`src/pmpu_regs.svh`:
```
// constants shared by both ends of the parallel pixel write port
// assumes nothing but inclusion from the package
`ifndef PMPU_REGS_SVH
`define PMPU_REGS_SVH

`define PMPU_LINE_W 18
`define PMPU_WORD_W 16
`define PMPU_STRAP_W 4
`define PMPU_CMD_W 8
`define PMPU_IM_NINE_II 4'hB
`define PMPU_IM_WIDE_I 4'h1
`define PMPU_IM_WIDE_II 4'h8
`define PMPU_FMT_565 3'h5
`define PMPU_FMT_666 3'h6
`define PMPU_MDT_00 2'h0
`define PMPU_MDT_01 2'h1
`define PMPU_MDT_10 2'h2
`define PMPU_MDT_11 2'h3
`define PMPU_FIFO_DEPTH 4
`define PMPU_ITEM_W 20
`define PMPU_HI_SLOT 15:10
`define PMPU_LO_SLOT 7:2
`define PMPU_NINE_SLOT 7:2

`endif

```
`src/pmpu_top_note_placeholder.sv`:
```
// intentionally empty compilation unit kept out of the build

```
`src/pmpu_pkg.sv`:
```
// types and line mapping shared by the host end and the device end
// assumes pmpu_regs.svh is on the include path
package pmpu_pkg;
`include "pmpu_regs.svh"

    typedef enum logic [3:0] {
        BUS_NONE = 4'b0001,
        BUS_NINE = 4'b0010,
        BUS_WIDE_I = 4'b0100,
        BUS_WIDE_II = 4'b1000
    } pmpu_bus_e;

    typedef enum logic [2:0] {
        PH_FIRST = 3'b001,
        PH_SECOND = 3'b010,
        PH_THIRD = 3'b100
    } pmpu_phase_e;

    typedef logic [`PMPU_LINE_W-1:0] pmpu_lines_t;
    typedef logic [`PMPU_WORD_W-1:0] pmpu_word_t;

    typedef struct packed {
        pmpu_phase_e phase;
        logic [5:0] red;
        logic [5:0] green;
        logic [5:0] blue;
        logic [`PMPU_STRAP_W-1:0] strap;
        logic strapTaken;
        logic pushValid;
        logic [`PMPU_ITEM_W-1:0] pushData;
        logic busyWait;
        logic outValid;
        logic [`PMPU_ITEM_W-1:0] outData;
    } pmpu_dev_s;

    typedef struct packed {
        logic [2:0][`PMPU_WORD_W-1:0] words;
        logic [1:0] nWords;
        logic [1:0] idx;
        logic isCmd;
        logic gap;
        logic pairPhase;
        logic [5:0] heldBlue;
        logic [`PMPU_STRAP_W-1:0] strap;
        pmpu_lines_t lines;
        logic dcSelect;
        logic strobeN;
        logic cmdReady;
        logic pixReady;
    } pmpu_host_s;

    function automatic pmpu_bus_e pmpu_bus_kind(input logic [`PMPU_STRAP_W-1:0] strap);
        unique case (strap)
            `PMPU_IM_NINE_II: pmpu_bus_kind = BUS_NINE;
            `PMPU_IM_WIDE_I: pmpu_bus_kind = BUS_WIDE_I;
            `PMPU_IM_WIDE_II: pmpu_bus_kind = BUS_WIDE_II;
            default: pmpu_bus_kind = BUS_NONE;
        endcase
    endfunction : pmpu_bus_kind

    // nine-bit bus: logical word bits 8:0 sit on lines 17:9
    function automatic pmpu_word_t pmpu_lines_to_word(input pmpu_lines_t l, input pmpu_bus_e k);
        unique case (k)
            BUS_NINE: pmpu_lines_to_word = {7'h00, l[17:9]};
            BUS_WIDE_I: pmpu_lines_to_word = l[15:0];
            BUS_WIDE_II: pmpu_lines_to_word = {l[17:10], l[8:1]};
            default: pmpu_lines_to_word = 16'h0000;
        endcase
    endfunction : pmpu_lines_to_word

    function automatic pmpu_lines_t pmpu_word_to_lines(input pmpu_word_t w, input pmpu_bus_e k);
        unique case (k)
            BUS_NINE: pmpu_word_to_lines = {w[8:0], 9'h000};
            BUS_WIDE_I: pmpu_word_to_lines = {2'h0, w};
            BUS_WIDE_II: pmpu_word_to_lines = {w[15:8], 1'b0, w[7:0], 1'b0};
            default: pmpu_word_to_lines = 18'h00000;
        endcase
    endfunction : pmpu_word_to_lines
endpackage : pmpu_pkg

```
`src/pmpu_if.sv`:
```
// parallel write bus between the host end and the device end
// assumes both ends run on the same core_clk
interface pmpu_if;
    logic [17:0] parallelDataLines;
    logic dataCommandSelect;
    logic writeStrobeN;
    logic busyWait;
    logic [3:0] interfaceModePins;

    modport device (
        input parallelDataLines,
        input dataCommandSelect,
        input writeStrobeN,
        input interfaceModePins,
        output busyWait
    );

    modport host (
        output parallelDataLines,
        output dataCommandSelect,
        output writeStrobeN,
        output interfaceModePins,
        input busyWait
    );
endinterface : pmpu_if

```
`src/pmpu_device.sv`:
```
// device end: unpacks bus writes into commands and pixels, queued in a fifo
// assumes the host strobes at most every other cycle and obeys busyWait
// Functional notes
// - host straps mode pins 1011 for nine-bit
// - nine-bit 565: two writes per pixel
// - nine-bit 666 mode 00: two writes
// - nine-bit 666 mode 01: three writes
// - strap 0001: wide type I, commands low
// - strap 1000: wide type II, skips two lines
// - wide type I 565: one write
// - wide type II 565: one write
// - type I 666 mode 00: two pixels, three writes
// - type II 666 mode 00: same order
// - 666 mode 01: red/green then blue
// - 666 mode 10: blue split low bits
// - 666 mode 11: red top bits first

module pmpu_fifo #(
    parameter int WIDTH = 20,
    parameter int DEPTH = 4,
    parameter int CW = $clog2(DEPTH + 1),
    parameter int AW = (DEPTH > 1) ? $clog2(DEPTH) : 1
) (
    input wire logic core_clk,
    input wire logic rstn,
    input wire logic clkEnable,
    input wire logic inValid,
    output logic inReady,
    input wire logic [WIDTH-1:0] inData,
    output logic outValid,
    input wire logic outReady,
    output logic [WIDTH-1:0] outData,
    output logic [CW-1:0] fillCount
);
    typedef struct packed {
        logic [DEPTH-1:0][WIDTH-1:0] mem;
        logic [AW-1:0] wrPtr;
        logic [AW-1:0] rdPtr;
        logic [CW-1:0] count;
    } pmpu_fifo_s;

    pmpu_fifo_s fifo_reg;
    pmpu_fifo_s fifo_next;
    logic doPush;
    logic doPop;

    function automatic logic [AW-1:0] bump(input logic [AW-1:0] p);
        bump = (p == AW'(DEPTH - 1)) ? '0 : AW'(p + 1'b1);
    endfunction : bump

    assign inReady = (fifo_reg.count != CW'(DEPTH));
    assign outValid = (fifo_reg.count != '0);
    assign outData = fifo_reg.mem[fifo_reg.rdPtr];
    assign fillCount = fifo_reg.count;
    assign doPush = inValid && inReady;
    assign doPop = outValid && outReady;

    always_comb begin
        fifo_next = fifo_reg;
        if (doPush) begin
            fifo_next.mem[fifo_reg.wrPtr] = inData;
            fifo_next.wrPtr = bump(fifo_reg.wrPtr);
        end
        if (doPop) begin
            fifo_next.rdPtr = bump(fifo_reg.rdPtr);
        end
        fifo_next.count = CW'(fifo_reg.count + CW'(doPush) - CW'(doPop));
    end

    always_ff @(posedge core_clk or negedge rstn) begin
        if (!rstn) begin
            fifo_reg <= '0;
        end else if (clkEnable) begin
            fifo_reg <= fifo_next;
        end
    end
endmodule : pmpu_fifo

module pmpu_device #(
    parameter int FIFO_DEPTH = `PMPU_FIFO_DEPTH
) (
    input wire logic core_clk,
    input wire logic rstn,
    input wire logic clkEnable,
    pmpu_if.device bus,
    input wire logic [2:0] hostPixelFormat,
    input wire logic [1:0] wideTransferMode,
    input wire logic itemReady,
    output logic itemValid,
    output logic itemIsCommand,
    output logic itemIsWide,
    output pmpu_pkg::pmpu_lines_t itemData,
    output logic busKnown
);
    import pmpu_pkg::*;

    localparam int CW = $clog2(FIFO_DEPTH + 1);

    pmpu_dev_s st_reg;
    pmpu_dev_s st_next;
    logic fifoInReady;
    logic fifoOutValid;
    logic fifoOutReady;
    logic [`PMPU_ITEM_W-1:0] fifoOutData;
    logic [CW-1:0] fifoCount;
    pmpu_bus_e busKind;
    pmpu_word_t w;
    logic wr;

    // item = {isCommand, isWide, 18-bit payload}
    function automatic logic [`PMPU_ITEM_W-1:0] pix666(input logic [5:0] r, input logic [5:0] g,
                                                      input logic [5:0] b);
        pix666 = {1'b0, 1'b1, r, g, b};
    endfunction : pix666

    // 565 components are left aligned in their 6-bit fields
    function automatic logic [`PMPU_ITEM_W-1:0] pix565(input logic [4:0] r, input logic [5:0] g,
                                                      input logic [4:0] b);
        pix565 = {1'b0, 1'b0, r, 1'b0, g, b, 1'b0};
    endfunction : pix565

    assign busKind = pmpu_bus_kind(st_reg.strap);
    assign w = pmpu_lines_to_word(bus.parallelDataLines, busKind);
    assign wr = !bus.writeStrobeN && st_reg.strapTaken && (busKind != BUS_NONE);
    assign fifoOutReady = !st_reg.outValid || itemReady;

    pmpu_fifo #(
        .WIDTH(`PMPU_ITEM_W),
        .DEPTH(FIFO_DEPTH)
    ) u_fifo (
        .core_clk(core_clk),
        .rstn(rstn),
        .clkEnable(clkEnable),
        .inValid(st_reg.pushValid),
        .inReady(fifoInReady),
        .inData(st_reg.pushData),
        .outValid(fifoOutValid),
        .outReady(fifoOutReady),
        .outData(fifoOutData),
        .fillCount(fifoCount)
    );

    always_comb begin
        st_next = st_reg;
        st_next.pushValid = 1'b0;
        // straps are caught once, on the first enabled edge after reset release
        if (!st_reg.strapTaken) begin
            st_next.strap = bus.interfaceModePins;
            st_next.strapTaken = 1'b1;
        end
        if (wr && !bus.dataCommandSelect) begin
            st_next.pushData = {1'b1, 1'b0, 10'h000,
                                (busKind == BUS_NINE) ? w[8:1] : w[`PMPU_CMD_W-1:0]};
            st_next.pushValid = 1'b1;
            st_next.phase = PH_FIRST;
        end else if (wr && busKind == BUS_NINE && hostPixelFormat == `PMPU_FMT_565) begin
            if (st_reg.phase == PH_FIRST) begin
                st_next.red = {w[7:3], 1'b0};
                st_next.green = {w[2:0], 3'h0};
                st_next.phase = PH_SECOND;
            end else begin
                st_next.pushData = pix565(st_reg.red[5:1], {st_reg.green[5:3], w[7:5]}, w[4:0]);
                st_next.pushValid = 1'b1;
                st_next.phase = PH_FIRST;
            end
        end else if (wr && busKind == BUS_NINE && hostPixelFormat == `PMPU_FMT_666) begin
            if (wideTransferMode == `PMPU_MDT_01) begin
                unique case (st_reg.phase)
                    PH_FIRST: begin
                        st_next.red = w[`PMPU_NINE_SLOT];
                        st_next.phase = PH_SECOND;
                    end
                    PH_SECOND: begin
                        st_next.green = w[`PMPU_NINE_SLOT];
                        st_next.phase = PH_THIRD;
                    end
                    PH_THIRD: begin
                        st_next.pushData = pix666(st_reg.red, st_reg.green, w[`PMPU_NINE_SLOT]);
                        st_next.pushValid = 1'b1;
                        st_next.phase = PH_FIRST;
                    end
                endcase
            end else if (st_reg.phase == PH_FIRST) begin
                st_next.red = w[8:3];
                st_next.green = {w[2:0], 3'h0};
                st_next.phase = PH_SECOND;
            end else begin
                st_next.pushData = pix666(st_reg.red, {st_reg.green[5:3], w[8:6]}, w[5:0]);
                st_next.pushValid = 1'b1;
                st_next.phase = PH_FIRST;
            end
        end else if (wr && hostPixelFormat == `PMPU_FMT_565) begin
            st_next.pushData = pix565(w[15:11], w[10:5], w[4:0]);
            st_next.pushValid = 1'b1;
            st_next.phase = PH_FIRST;
        end else if (wr && hostPixelFormat == `PMPU_FMT_666) begin
            unique case (wideTransferMode)
                `PMPU_MDT_00: begin
                    unique case (st_reg.phase)
                        PH_FIRST: begin
                            st_next.red = w[`PMPU_HI_SLOT];
                            st_next.green = w[`PMPU_LO_SLOT];
                            st_next.phase = PH_SECOND;
                        end
                        PH_SECOND: begin
                            st_next.pushData = pix666(st_reg.red, st_reg.green, w[`PMPU_HI_SLOT]);
                            st_next.pushValid = 1'b1;
                            st_next.red = w[`PMPU_LO_SLOT];
                            st_next.phase = PH_THIRD;
                        end
                        PH_THIRD: begin
                            st_next.pushData = pix666(st_reg.red, w[`PMPU_HI_SLOT], w[`PMPU_LO_SLOT]);
                            st_next.pushValid = 1'b1;
                            st_next.phase = PH_FIRST;
                        end
                    endcase
                end
                `PMPU_MDT_01: begin
                    if (st_reg.phase == PH_FIRST) begin
                        st_next.red = w[`PMPU_HI_SLOT];
                        st_next.green = w[`PMPU_LO_SLOT];
                        st_next.phase = PH_SECOND;
                    end else begin
                        st_next.pushData = pix666(st_reg.red, st_reg.green, w[`PMPU_HI_SLOT]);
                        st_next.pushValid = 1'b1;
                        st_next.phase = PH_FIRST;
                    end
                end
                `PMPU_MDT_10: begin
                    if (st_reg.phase == PH_FIRST) begin
                        st_next.red = w[15:10];
                        st_next.green = w[9:4];
                        st_next.blue = {w[3:0], 2'h0};
                        st_next.phase = PH_SECOND;
                    end else begin
                        st_next.pushData = pix666(st_reg.red, st_reg.green,
                                                  {st_reg.blue[5:2], w[15:14]});
                        st_next.pushValid = 1'b1;
                        st_next.phase = PH_FIRST;
                    end
                end
                `PMPU_MDT_11: begin
                    if (st_reg.phase == PH_FIRST) begin
                        st_next.red = {w[1:0], 4'h0};
                        st_next.phase = PH_SECOND;
                    end else begin
                        st_next.pushData = pix666({st_reg.red[5:4], w[15:12]}, w[11:6], w[5:0]);
                        st_next.pushValid = 1'b1;
                        st_next.phase = PH_FIRST;
                    end
                end
            endcase
        end
        // one slot of slack covers the write already in flight when wait rises
        st_next.busyWait = (CW'(fifoCount + CW'(st_reg.pushValid) + CW'(st_next.pushValid))
                            >= CW'(FIFO_DEPTH - 1));
        if (fifoOutValid && fifoOutReady) begin
            st_next.outValid = 1'b1;
            st_next.outData = fifoOutData;
        end else if (itemReady) begin
            st_next.outValid = 1'b0;
        end
    end

    always_ff @(posedge core_clk or negedge rstn) begin
        if (!rstn) begin
            st_reg <= '{phase: PH_FIRST, default: '0};
        end else if (clkEnable) begin
            st_reg <= st_next;
        end
    end

    assign bus.busyWait = st_reg.busyWait;
    assign itemValid = st_reg.outValid;
    assign itemIsCommand = st_reg.outData[`PMPU_ITEM_W-1];
    assign itemIsWide = st_reg.outData[`PMPU_ITEM_W-2];
    assign itemData = st_reg.outData[`PMPU_LINE_W-1:0];
    assign busKnown = st_reg.strapTaken && (busKind != BUS_NONE);
endmodule : pmpu_device

```
`src/flat_wrapper.sv`:
```
// flat-port wrapper written by rule: the top's interface ports become plain ports
module pmpu_device_flat import pmpu_pkg::*;
#(
    parameter int FIFO_DEPTH = `PMPU_FIFO_DEPTH
)
  (core_clk, rstn, clkEnable, hostPixelFormat, wideTransferMode, itemReady, itemValid, itemIsCommand, itemIsWide, itemData, busKnown, bus_parallelDataLines, bus_dataCommandSelect, bus_writeStrobeN, bus_interfaceModePins, bus_busyWait);
  pmpu_if bus_i ();
  input wire logic core_clk;
  input wire logic rstn;
  input wire logic clkEnable;
  input wire logic [2:0] hostPixelFormat;
  input wire logic [1:0] wideTransferMode;
  input wire logic itemReady;
  output logic itemValid;
  output logic itemIsCommand;
  output logic itemIsWide;
  output pmpu_pkg::pmpu_lines_t itemData;
  output logic busKnown;
  input wire logic [$bits(bus_i.parallelDataLines)-1:0] bus_parallelDataLines;
  input wire logic [$bits(bus_i.dataCommandSelect)-1:0] bus_dataCommandSelect;
  input wire logic [$bits(bus_i.writeStrobeN)-1:0] bus_writeStrobeN;
  input wire logic [$bits(bus_i.interfaceModePins)-1:0] bus_interfaceModePins;
  output wire logic [$bits(bus_i.busyWait)-1:0] bus_busyWait;
  assign bus_i.parallelDataLines = bus_parallelDataLines;
  assign bus_i.dataCommandSelect = bus_dataCommandSelect;
  assign bus_i.writeStrobeN = bus_writeStrobeN;
  assign bus_i.interfaceModePins = bus_interfaceModePins;
  assign bus_busyWait = bus_i.busyWait;
  pmpu_device #(.FIFO_DEPTH(FIFO_DEPTH)) u_core (.core_clk(core_clk), .rstn(rstn), .clkEnable(clkEnable), .bus(bus_i), .hostPixelFormat(hostPixelFormat), .wideTransferMode(wideTransferMode), .itemReady(itemReady), .itemValid(itemValid), .itemIsCommand(itemIsCommand), .itemIsWide(itemIsWide), .itemData(itemData), .busKnown(busKnown));
endmodule
```
`config.mk`:
```
export PLATFORM = sky130hd
export DESIGN_NAME = pmpu_device_flat
export DESIGN_NICKNAME = d
export VERILOG_FILES = /design/src/pmpu_top_note_placeholder.sv /design/src/pmpu_pkg.sv /design/src/pmpu_if.sv /design/src/pmpu_device.sv /design/src/flat_wrapper.sv
export VERILOG_INCLUDE_DIRS = /design/src
export SDC_FILE = /design/constraint.sdc
export NUM_CORES = 1
export LEC_CHECK = 0
export BUFFER_PORTS_ARGS = -buffer_cell sky130_fd_sc_hd__buf_2
export CAP_MARGIN = 15
export CORE_UTILIZATION = 45
export CTS_CLUSTER_DIAMETER = 120
export DETAILED_ROUTE_END_ITERATION = 10
export SYNTH_ARGS = -nofsm -noshare
export SYNTH_HDL_FRONTEND = slang
export SYNTH_SLANG_ARGS = --single-unit
```
`constraint.sdc`:
```
create_clock -name core_clk -period 3.9 [get_ports core_clk]
set_clock_uncertainty 0.05 [all_clocks]
set_input_delay 0.585 -clock core_clk [delete_from_list [all_inputs] [get_ports core_clk]]
set_output_delay 0.585 -clock core_clk [all_outputs]
set_load 0.01 [all_outputs]
```
==> flow_metrics.tcl, run 1 <==
set metrics [dict create \
    outcome "finished, final reports clean" \
    cp_num_buf_inv 1 \
    die_w_um 145 \
    fp.dieH_um 145 \
    grt_overflow 0 \
    grt_antenna_before_repair 0 \
    syn_to_final_growth_pct 11.1 \
    cts_setup_buffers 0 \
    async_flop_share_pct 100 \
    leakagePower_nw 4.57 \
    clk_path_buf_depth 2 \
    largest_reg_flops 84 \
    ys_ff_latch 154 \
    seq_power_share_pct 40.8 \
    avgRoutedWirePerCell_um 21.9 \
    num_vias 7347 \
    switchingPower_mw 1.64 \
    dieArea_sq_um 20900 \
    drv_slew 0 \
    drive_above_1_share_pct 29.9 \
    antennaDiodeCount 0 \
    cts_repair_resize_count 0 \
    cp_max_fo 25 \
    grt_setup_unrepaired "no" \
    syn_inst 859 \
    fin_setup_tns_ps 0 \
    fin_nets 930 \
    cp-start-kind "flop" \
    reg2reg_slack_ps 760 \
    clk_latency_ps 420 \
    num_io_pins 56 \
    netlist_area_sq_um 9150 \
    worstMarginPinSlew_ps 1070 \
    drc 0 \
    end_kind "flop" \
    yosys_warnings 0 \
    routabilityCongestion 1.08 \
    ys.flop_type "dfrtp_1" \
    holdBufCountCts 0 \
    p_int_mw 3.40 \
    critPathSlowestCell "dfrtp_1" \
    min_period_over_period_pct 80.5 \
    cts.clk_slew.worst_paths_ps 70 \
    numCtsBuffers 17 \
    synth.avg_cell_area_sq_um 10.7 \
    arrival_ps 3380 \
    synth_nets 906 \
    place_hpwl_um 18200 \
    hold_viol_final 0 \
    cp_num_cells 8 \
    finalHoldWorstSlack_ps 123 \
    fmax_mhz 318 \
    yosysSeqAreaShare_pct 42.1 \
    start_util_pct 46.4 \
    synth_cell_types 83 \
    synth_edf_count 0 \
    rows 51 \
    drtIter0Drc 1039 \
    grt_max_degree 87 \
    grt_use_total_pct 25.8 \
    drt-total-wl_um 25400 \
    first_global_vias 7068 \
    slew_headroom_pct 28.2 \
    setup_viol 0 \
    cp_cell_sequence "nand4b_4 > nor2_1 > buf_4 > o31ai_1 > nor4_4 > o21ai_4 > nand2_4 > mux2_1" \
    critical_path_class "flop to flop" \
    max_stage_delay_ps 790 \
    maxCapViolations 0 \
    ant_nets 0 \
    core-area_sq_um 19700 \
    clockPowerShare_pct 33.1 \
    hold_class "input port to asynchronous set/reset pin" \
    combPwrFrac_pct 26.1 \
    path_delay_family "simple AND/OR/NAND/NOR gates" \
    switching_share_pct 32.6 \
    clock_sinks 154 \
    required_ps 4140 \
    firstDrtPassIters 6 \
    grt_pass1_wl_um 40200 \
    root_buffer "clkbuf_16" \
    cts_tree "built" \
    min_period_ps 3140 \
    p_per_area_nw_per_um2 496 \
    ir_drop_uv 275 \
    via_per_inst 6.33 \
    htreeDepth 4 \
    portBuffers 55 \
    reg2reg_depth 8 \
]
-- stage by stage --
stage	setup WS (ps)	cells	total power [mW]	instance area (sq um)	util (%)
2_1_floorplan	703	859	2.99	9150	-
3_3_place_gp	622	1129	3.38	9570	48.5
3_5_place_dp	618	1129	3.40	9570	48.5
4_1_cts	771	1161	5.09	10200	51.6
5_1_grt	567	1161	5.33	10200	51.6
6_report	759	1161	5.04	10200	51.6
-- layer usage --
metal / part of all wire, % / routed length [um] / track usage [%] / vias to the layer above
met5: 0 / 0 / 0 / -
met4: 4.8 / 1220 / 13.5 / 0
met3: 8.9 / 2270 / 6.16 / 83
met2: 43 / 10900 / 37.8 / 441
met1: 43 / 11000 / 35.3 / 3555
li1: - / - / - / 3268
-- cells in the final DEF (no fill, tap or decap), types with 5 or more instances in the layout --
master	count
a211o_1	6
a211oi_1	9
a21o_1	10
a21oi_1	49
a221oi_1	6
a22o_1	7
a22oi_1	16
a31oi_1	14
a32oi_1	11
and2_1	6
and3_1	5
buf_2	54
buf_4	26
clkbuf_16	17
dfrtp_1	153
ha_1	12
inv_1	17
mux2_1	7
mux2_2	109
mux4_2	20
nand2_1	81
nand3_1	11
nand3b_1	17
nor2_1	41
nor3_1	11
o211ai_1	6
o21a_1	7
o21ai_0	35
o22ai_1	18
o31ai_1	5
-- final cells by class --
cell class,instances,area [sq um]
clock buffer,19,443
clock inverter,13,156
fill,1764,9550
inverter,18,67.6
multi-input combinational,610,4820
sequential,154,3850
tap,265,332
timing repair buffer,82,497
-- power by group through the flow --
stage | sequential (mW) | clock (mW) | combinational (mW)
final | 2.06 | 1.67 | 1.32
after global routing | 2.09 | 1.78 | 1.46
after CTS | 2.06 | 1.72 | 1.32
after detailed placement | 2.09 | 0 | 1.31
after global placement | 2.08 | 0 | 1.30
after floorplan | 1.98 | 0 | 1.01
-- worst paths after layout --
| kind | start | end |
|---|---|---|
| setup / recovery | u_core.st_reg[44] | u_core.st_reg[38] |
| hold / removal | rstn | u_core.itemData[16] |
| min in group core_clk | bus_interfaceModePins[2] | u_core.st_reg[46] |
| max in group asynchronous | rstn | u_core.st_reg[54] |
| setup reg to reg | u_core.st_reg[44] | u_core.st_reg[38] |
| hold reg to reg | u_core.st_reg[51] | u_core.st_reg[51] |
-- cells in the mapped netlist (7+ instances only) --
library cell	instances	area (sq um)
a211oi_1	9	67.6
a21o_1	10	75.1
a21oi_1	49	245
a22o_1	7	61.3
a22oi_1	16	120
a31oi_1	14	87.6
a32oi_1	11	96.3
buf_2	15	75.1
buf_4	20	150
clkbuf_1	34	128
dfrtp_1	153	3830
ha_1	12	150
inv_1	17	63.8
mux2_1	7	78.8
mux2_2	109	1230
mux4_2	20	450
nand2_1	81	304
nand3_1	11	55.1
nand3b_1	17	128
nor2_1	41	154
nor3_1	11	55.1
o21a_1	7	52.6
o21ai_0	35	175
o22ai_1	18	113
-- cell families (layout without fill, tap and decap cells) --
family          count (synthesis)  count (layout)  synth area share [%]
flops                         154             154                  42.1
mux                           138             138                  19.4
compound gates                250             250                  19.3
simple gates                  205             205                  11.6
fa+ha+maj                      14              14                  2.08
buf+inv                        95             132                  5.25
xor+xnor                        3               3                 0.287
Note: power is estimated with default switching activity, not from simulation.
==> run 2: changes to the inputs <==
==> constraint.sdc (replaced) <==
create_clock -name core_clk -period 3.1 [get_ports core_clk]
set_clock_uncertainty 0.05 [all_clocks]
set_input_delay 0.465 -clock core_clk [delete_from_list [all_inputs] [get_ports core_clk]]
set_output_delay 0.465 -clock core_clk [all_outputs]
set_load 0.01 [all_outputs]
==> flow_metrics.tcl, run 2 (synthesis gave the netlist of run 1 again) <==
set metrics [dict create \
    portBuffers 55 \
    grt_overflow 0 \
    setup_ws_ps 255 \
    fp.dieH_um 145 \
    multi_input_area_sq_um 4820 \
    via_per_inst 6.27 \
    drt-total-wl_um 26400 \
    dp.cells 1169 \
    rr_startpoint "u_core.st_reg[45]" \
    grt_use_total_pct 26.8 \
    grt_max_degree 71 \
    drtIter0Drc 913 \
    rows 51 \
    end_kind "flop" \
    holdBufCountCts 0 \
    fin_setup_tns_ps 0 \
    htreeDepth 4 \
    die_w_um 145 \
    core-area_sq_um 19700 \
    arrival_ps 3150 \
    first_global_vias 7174 \
    grt_setup_unrepaired "no" \
    avgRoutedWirePerCell_um 22.0 \
    reg2reg_depth 9 \
    fin_cells 1202 \
    leakagePower_nw 4.79 \
    hold_class "input port to asynchronous set/reset pin" \
    fin_area_sq_um 10500 \
    drc 0 \
    clock_sinks 154 \
    clk_path_buf_depth 2 \
    fin_nets 970 \
    numCtsBuffers 17 \
    critical_path_class "flop to flop" \
    hold_viol_final 1 \
    drive_above_1_share_pct 33.0 \
    p_per_area_nw_per_um2 619 \
    nFillCells 1764 \
    min_period_over_period_pct 91.8 \
    dieArea_sq_um 20900 \
    wl_met2_um 11600 \
    met3WireLength_um 2140 \
    syn_to_final_growth_pct 14.8 \
    largest_reg_flops 84 \
    num_vias 7538 \
    grt_antenna_before_repair 0 \
    cts_tree "built" \
    setup_viol 0 \
    firstDrtPassIters 6 \
    fmax_mhz 352 \
    cts_repair_resize_count 0 \
    cts_setup_buffers 0 \
    startpoint "u_core.st_reg[45]" \
    cp-start-kind "flop" \
    maxCapViolations 0 \
    required_ps 3400 \
    num_io_pins 56 \
    clk_latency_ps 420 \
    mostFrequentLayoutCell "dfrtp_1" \
    cp_max_fo 10 \
    outcome "finished, violations left" \
    topRoutingLayerUsed "met4" \
    layout_common_cells "153 x dfrtp_1, 109 x mux2_2, 81 x nand2_1" \
    dpl-instance-area_sq_um 9880 \
    slew_headroom_pct 50.7 \
    final_util_pct 53.3 \
    routabilityCongestion 0.991 \
    m1WireLength_um 11500 \
    finalHoldWorstSlack_ps -0.0696 \
    ir_drop_uv 337 \
    dpl_worst_slack_ps 56.5 \
    place_hpwl_um 19100 \
    violations "hold timing" \
    start_util_pct 46.4 \
    grt_pass1_wl_um 41600 \
    min_period_ps 2840 \
    root_buffer "clkbuf_16" \
    cts.clk_slew.worst_paths_ps 70 \
    worstMarginPinSlew_ps 740 \
    ant_nets 0 \
    regArea_sq_um 3850 \
    drv_slew 0 \
]
run 2: worst paths after layout:
path	endpoint	slack (ps)
setup / recovery	u_core.st_reg[22]	260
hold / removal	u_core.itemData[16]	-0.07
min in group core_clk	u_core.st_reg[46]	220
hold reg to reg	u_core.u_fifo.fifo_reg[45]	430
setup reg to reg	u_core.st_reg[22]	260
max in group asynchronous	u_core.st_reg[28]	2300
run 2: area by class of cell:
class	instances	area share [%]
inverter	18	0.643
tap	265	3.16
timing repair buffer	122	7.71
clock buffer	18	4.18
antenna	1	0.0238
multi-input combinational	610	45.8
sequential	154	36.7
clock inverter	14	1.76
run 2: critical path: stages (launching register included):
cell and delay [ps]:
dfrtp_1 470, buf_4 210, or2_1 310, buf_4 200, a21oi_1 580, a222oi_1 210
a2bb2oi_1 190, o31ai_1 240, buf_4 170, mux2_2 140
run 2: metrics by stage:
stage / total power, mW / hold WS, ps
after detailed placement: 4.35 / 421
after global placement: 4.34 / 410
after global routing: 6.88 / 47.7
after CTS: 6.57 / 27.5
final: 6.51 / -0.0696
after floorplan: 3.76 / 119
run 2: routing by layer:
| metal | track usage (%) | up-vias |
|---|---|---|
| met5 | 0 | - |
| met4 | 12.7 | 0 |
| met3 | 6.19 | 99 |
| met2 | 41.3 | 421 |
| met1 | 35.6 | 3669 |
| li1 | - | 3349 |
run 2: power breakdown:
| part | switching, mW | internal, mW |
|---|---|---|
| Combinational | 0.990 | 0.808 |
| Clock | 0.885 | 1.31 |
| Sequential | 0.214 | 2.30 |
| Total | 2.09 | 4.42 |
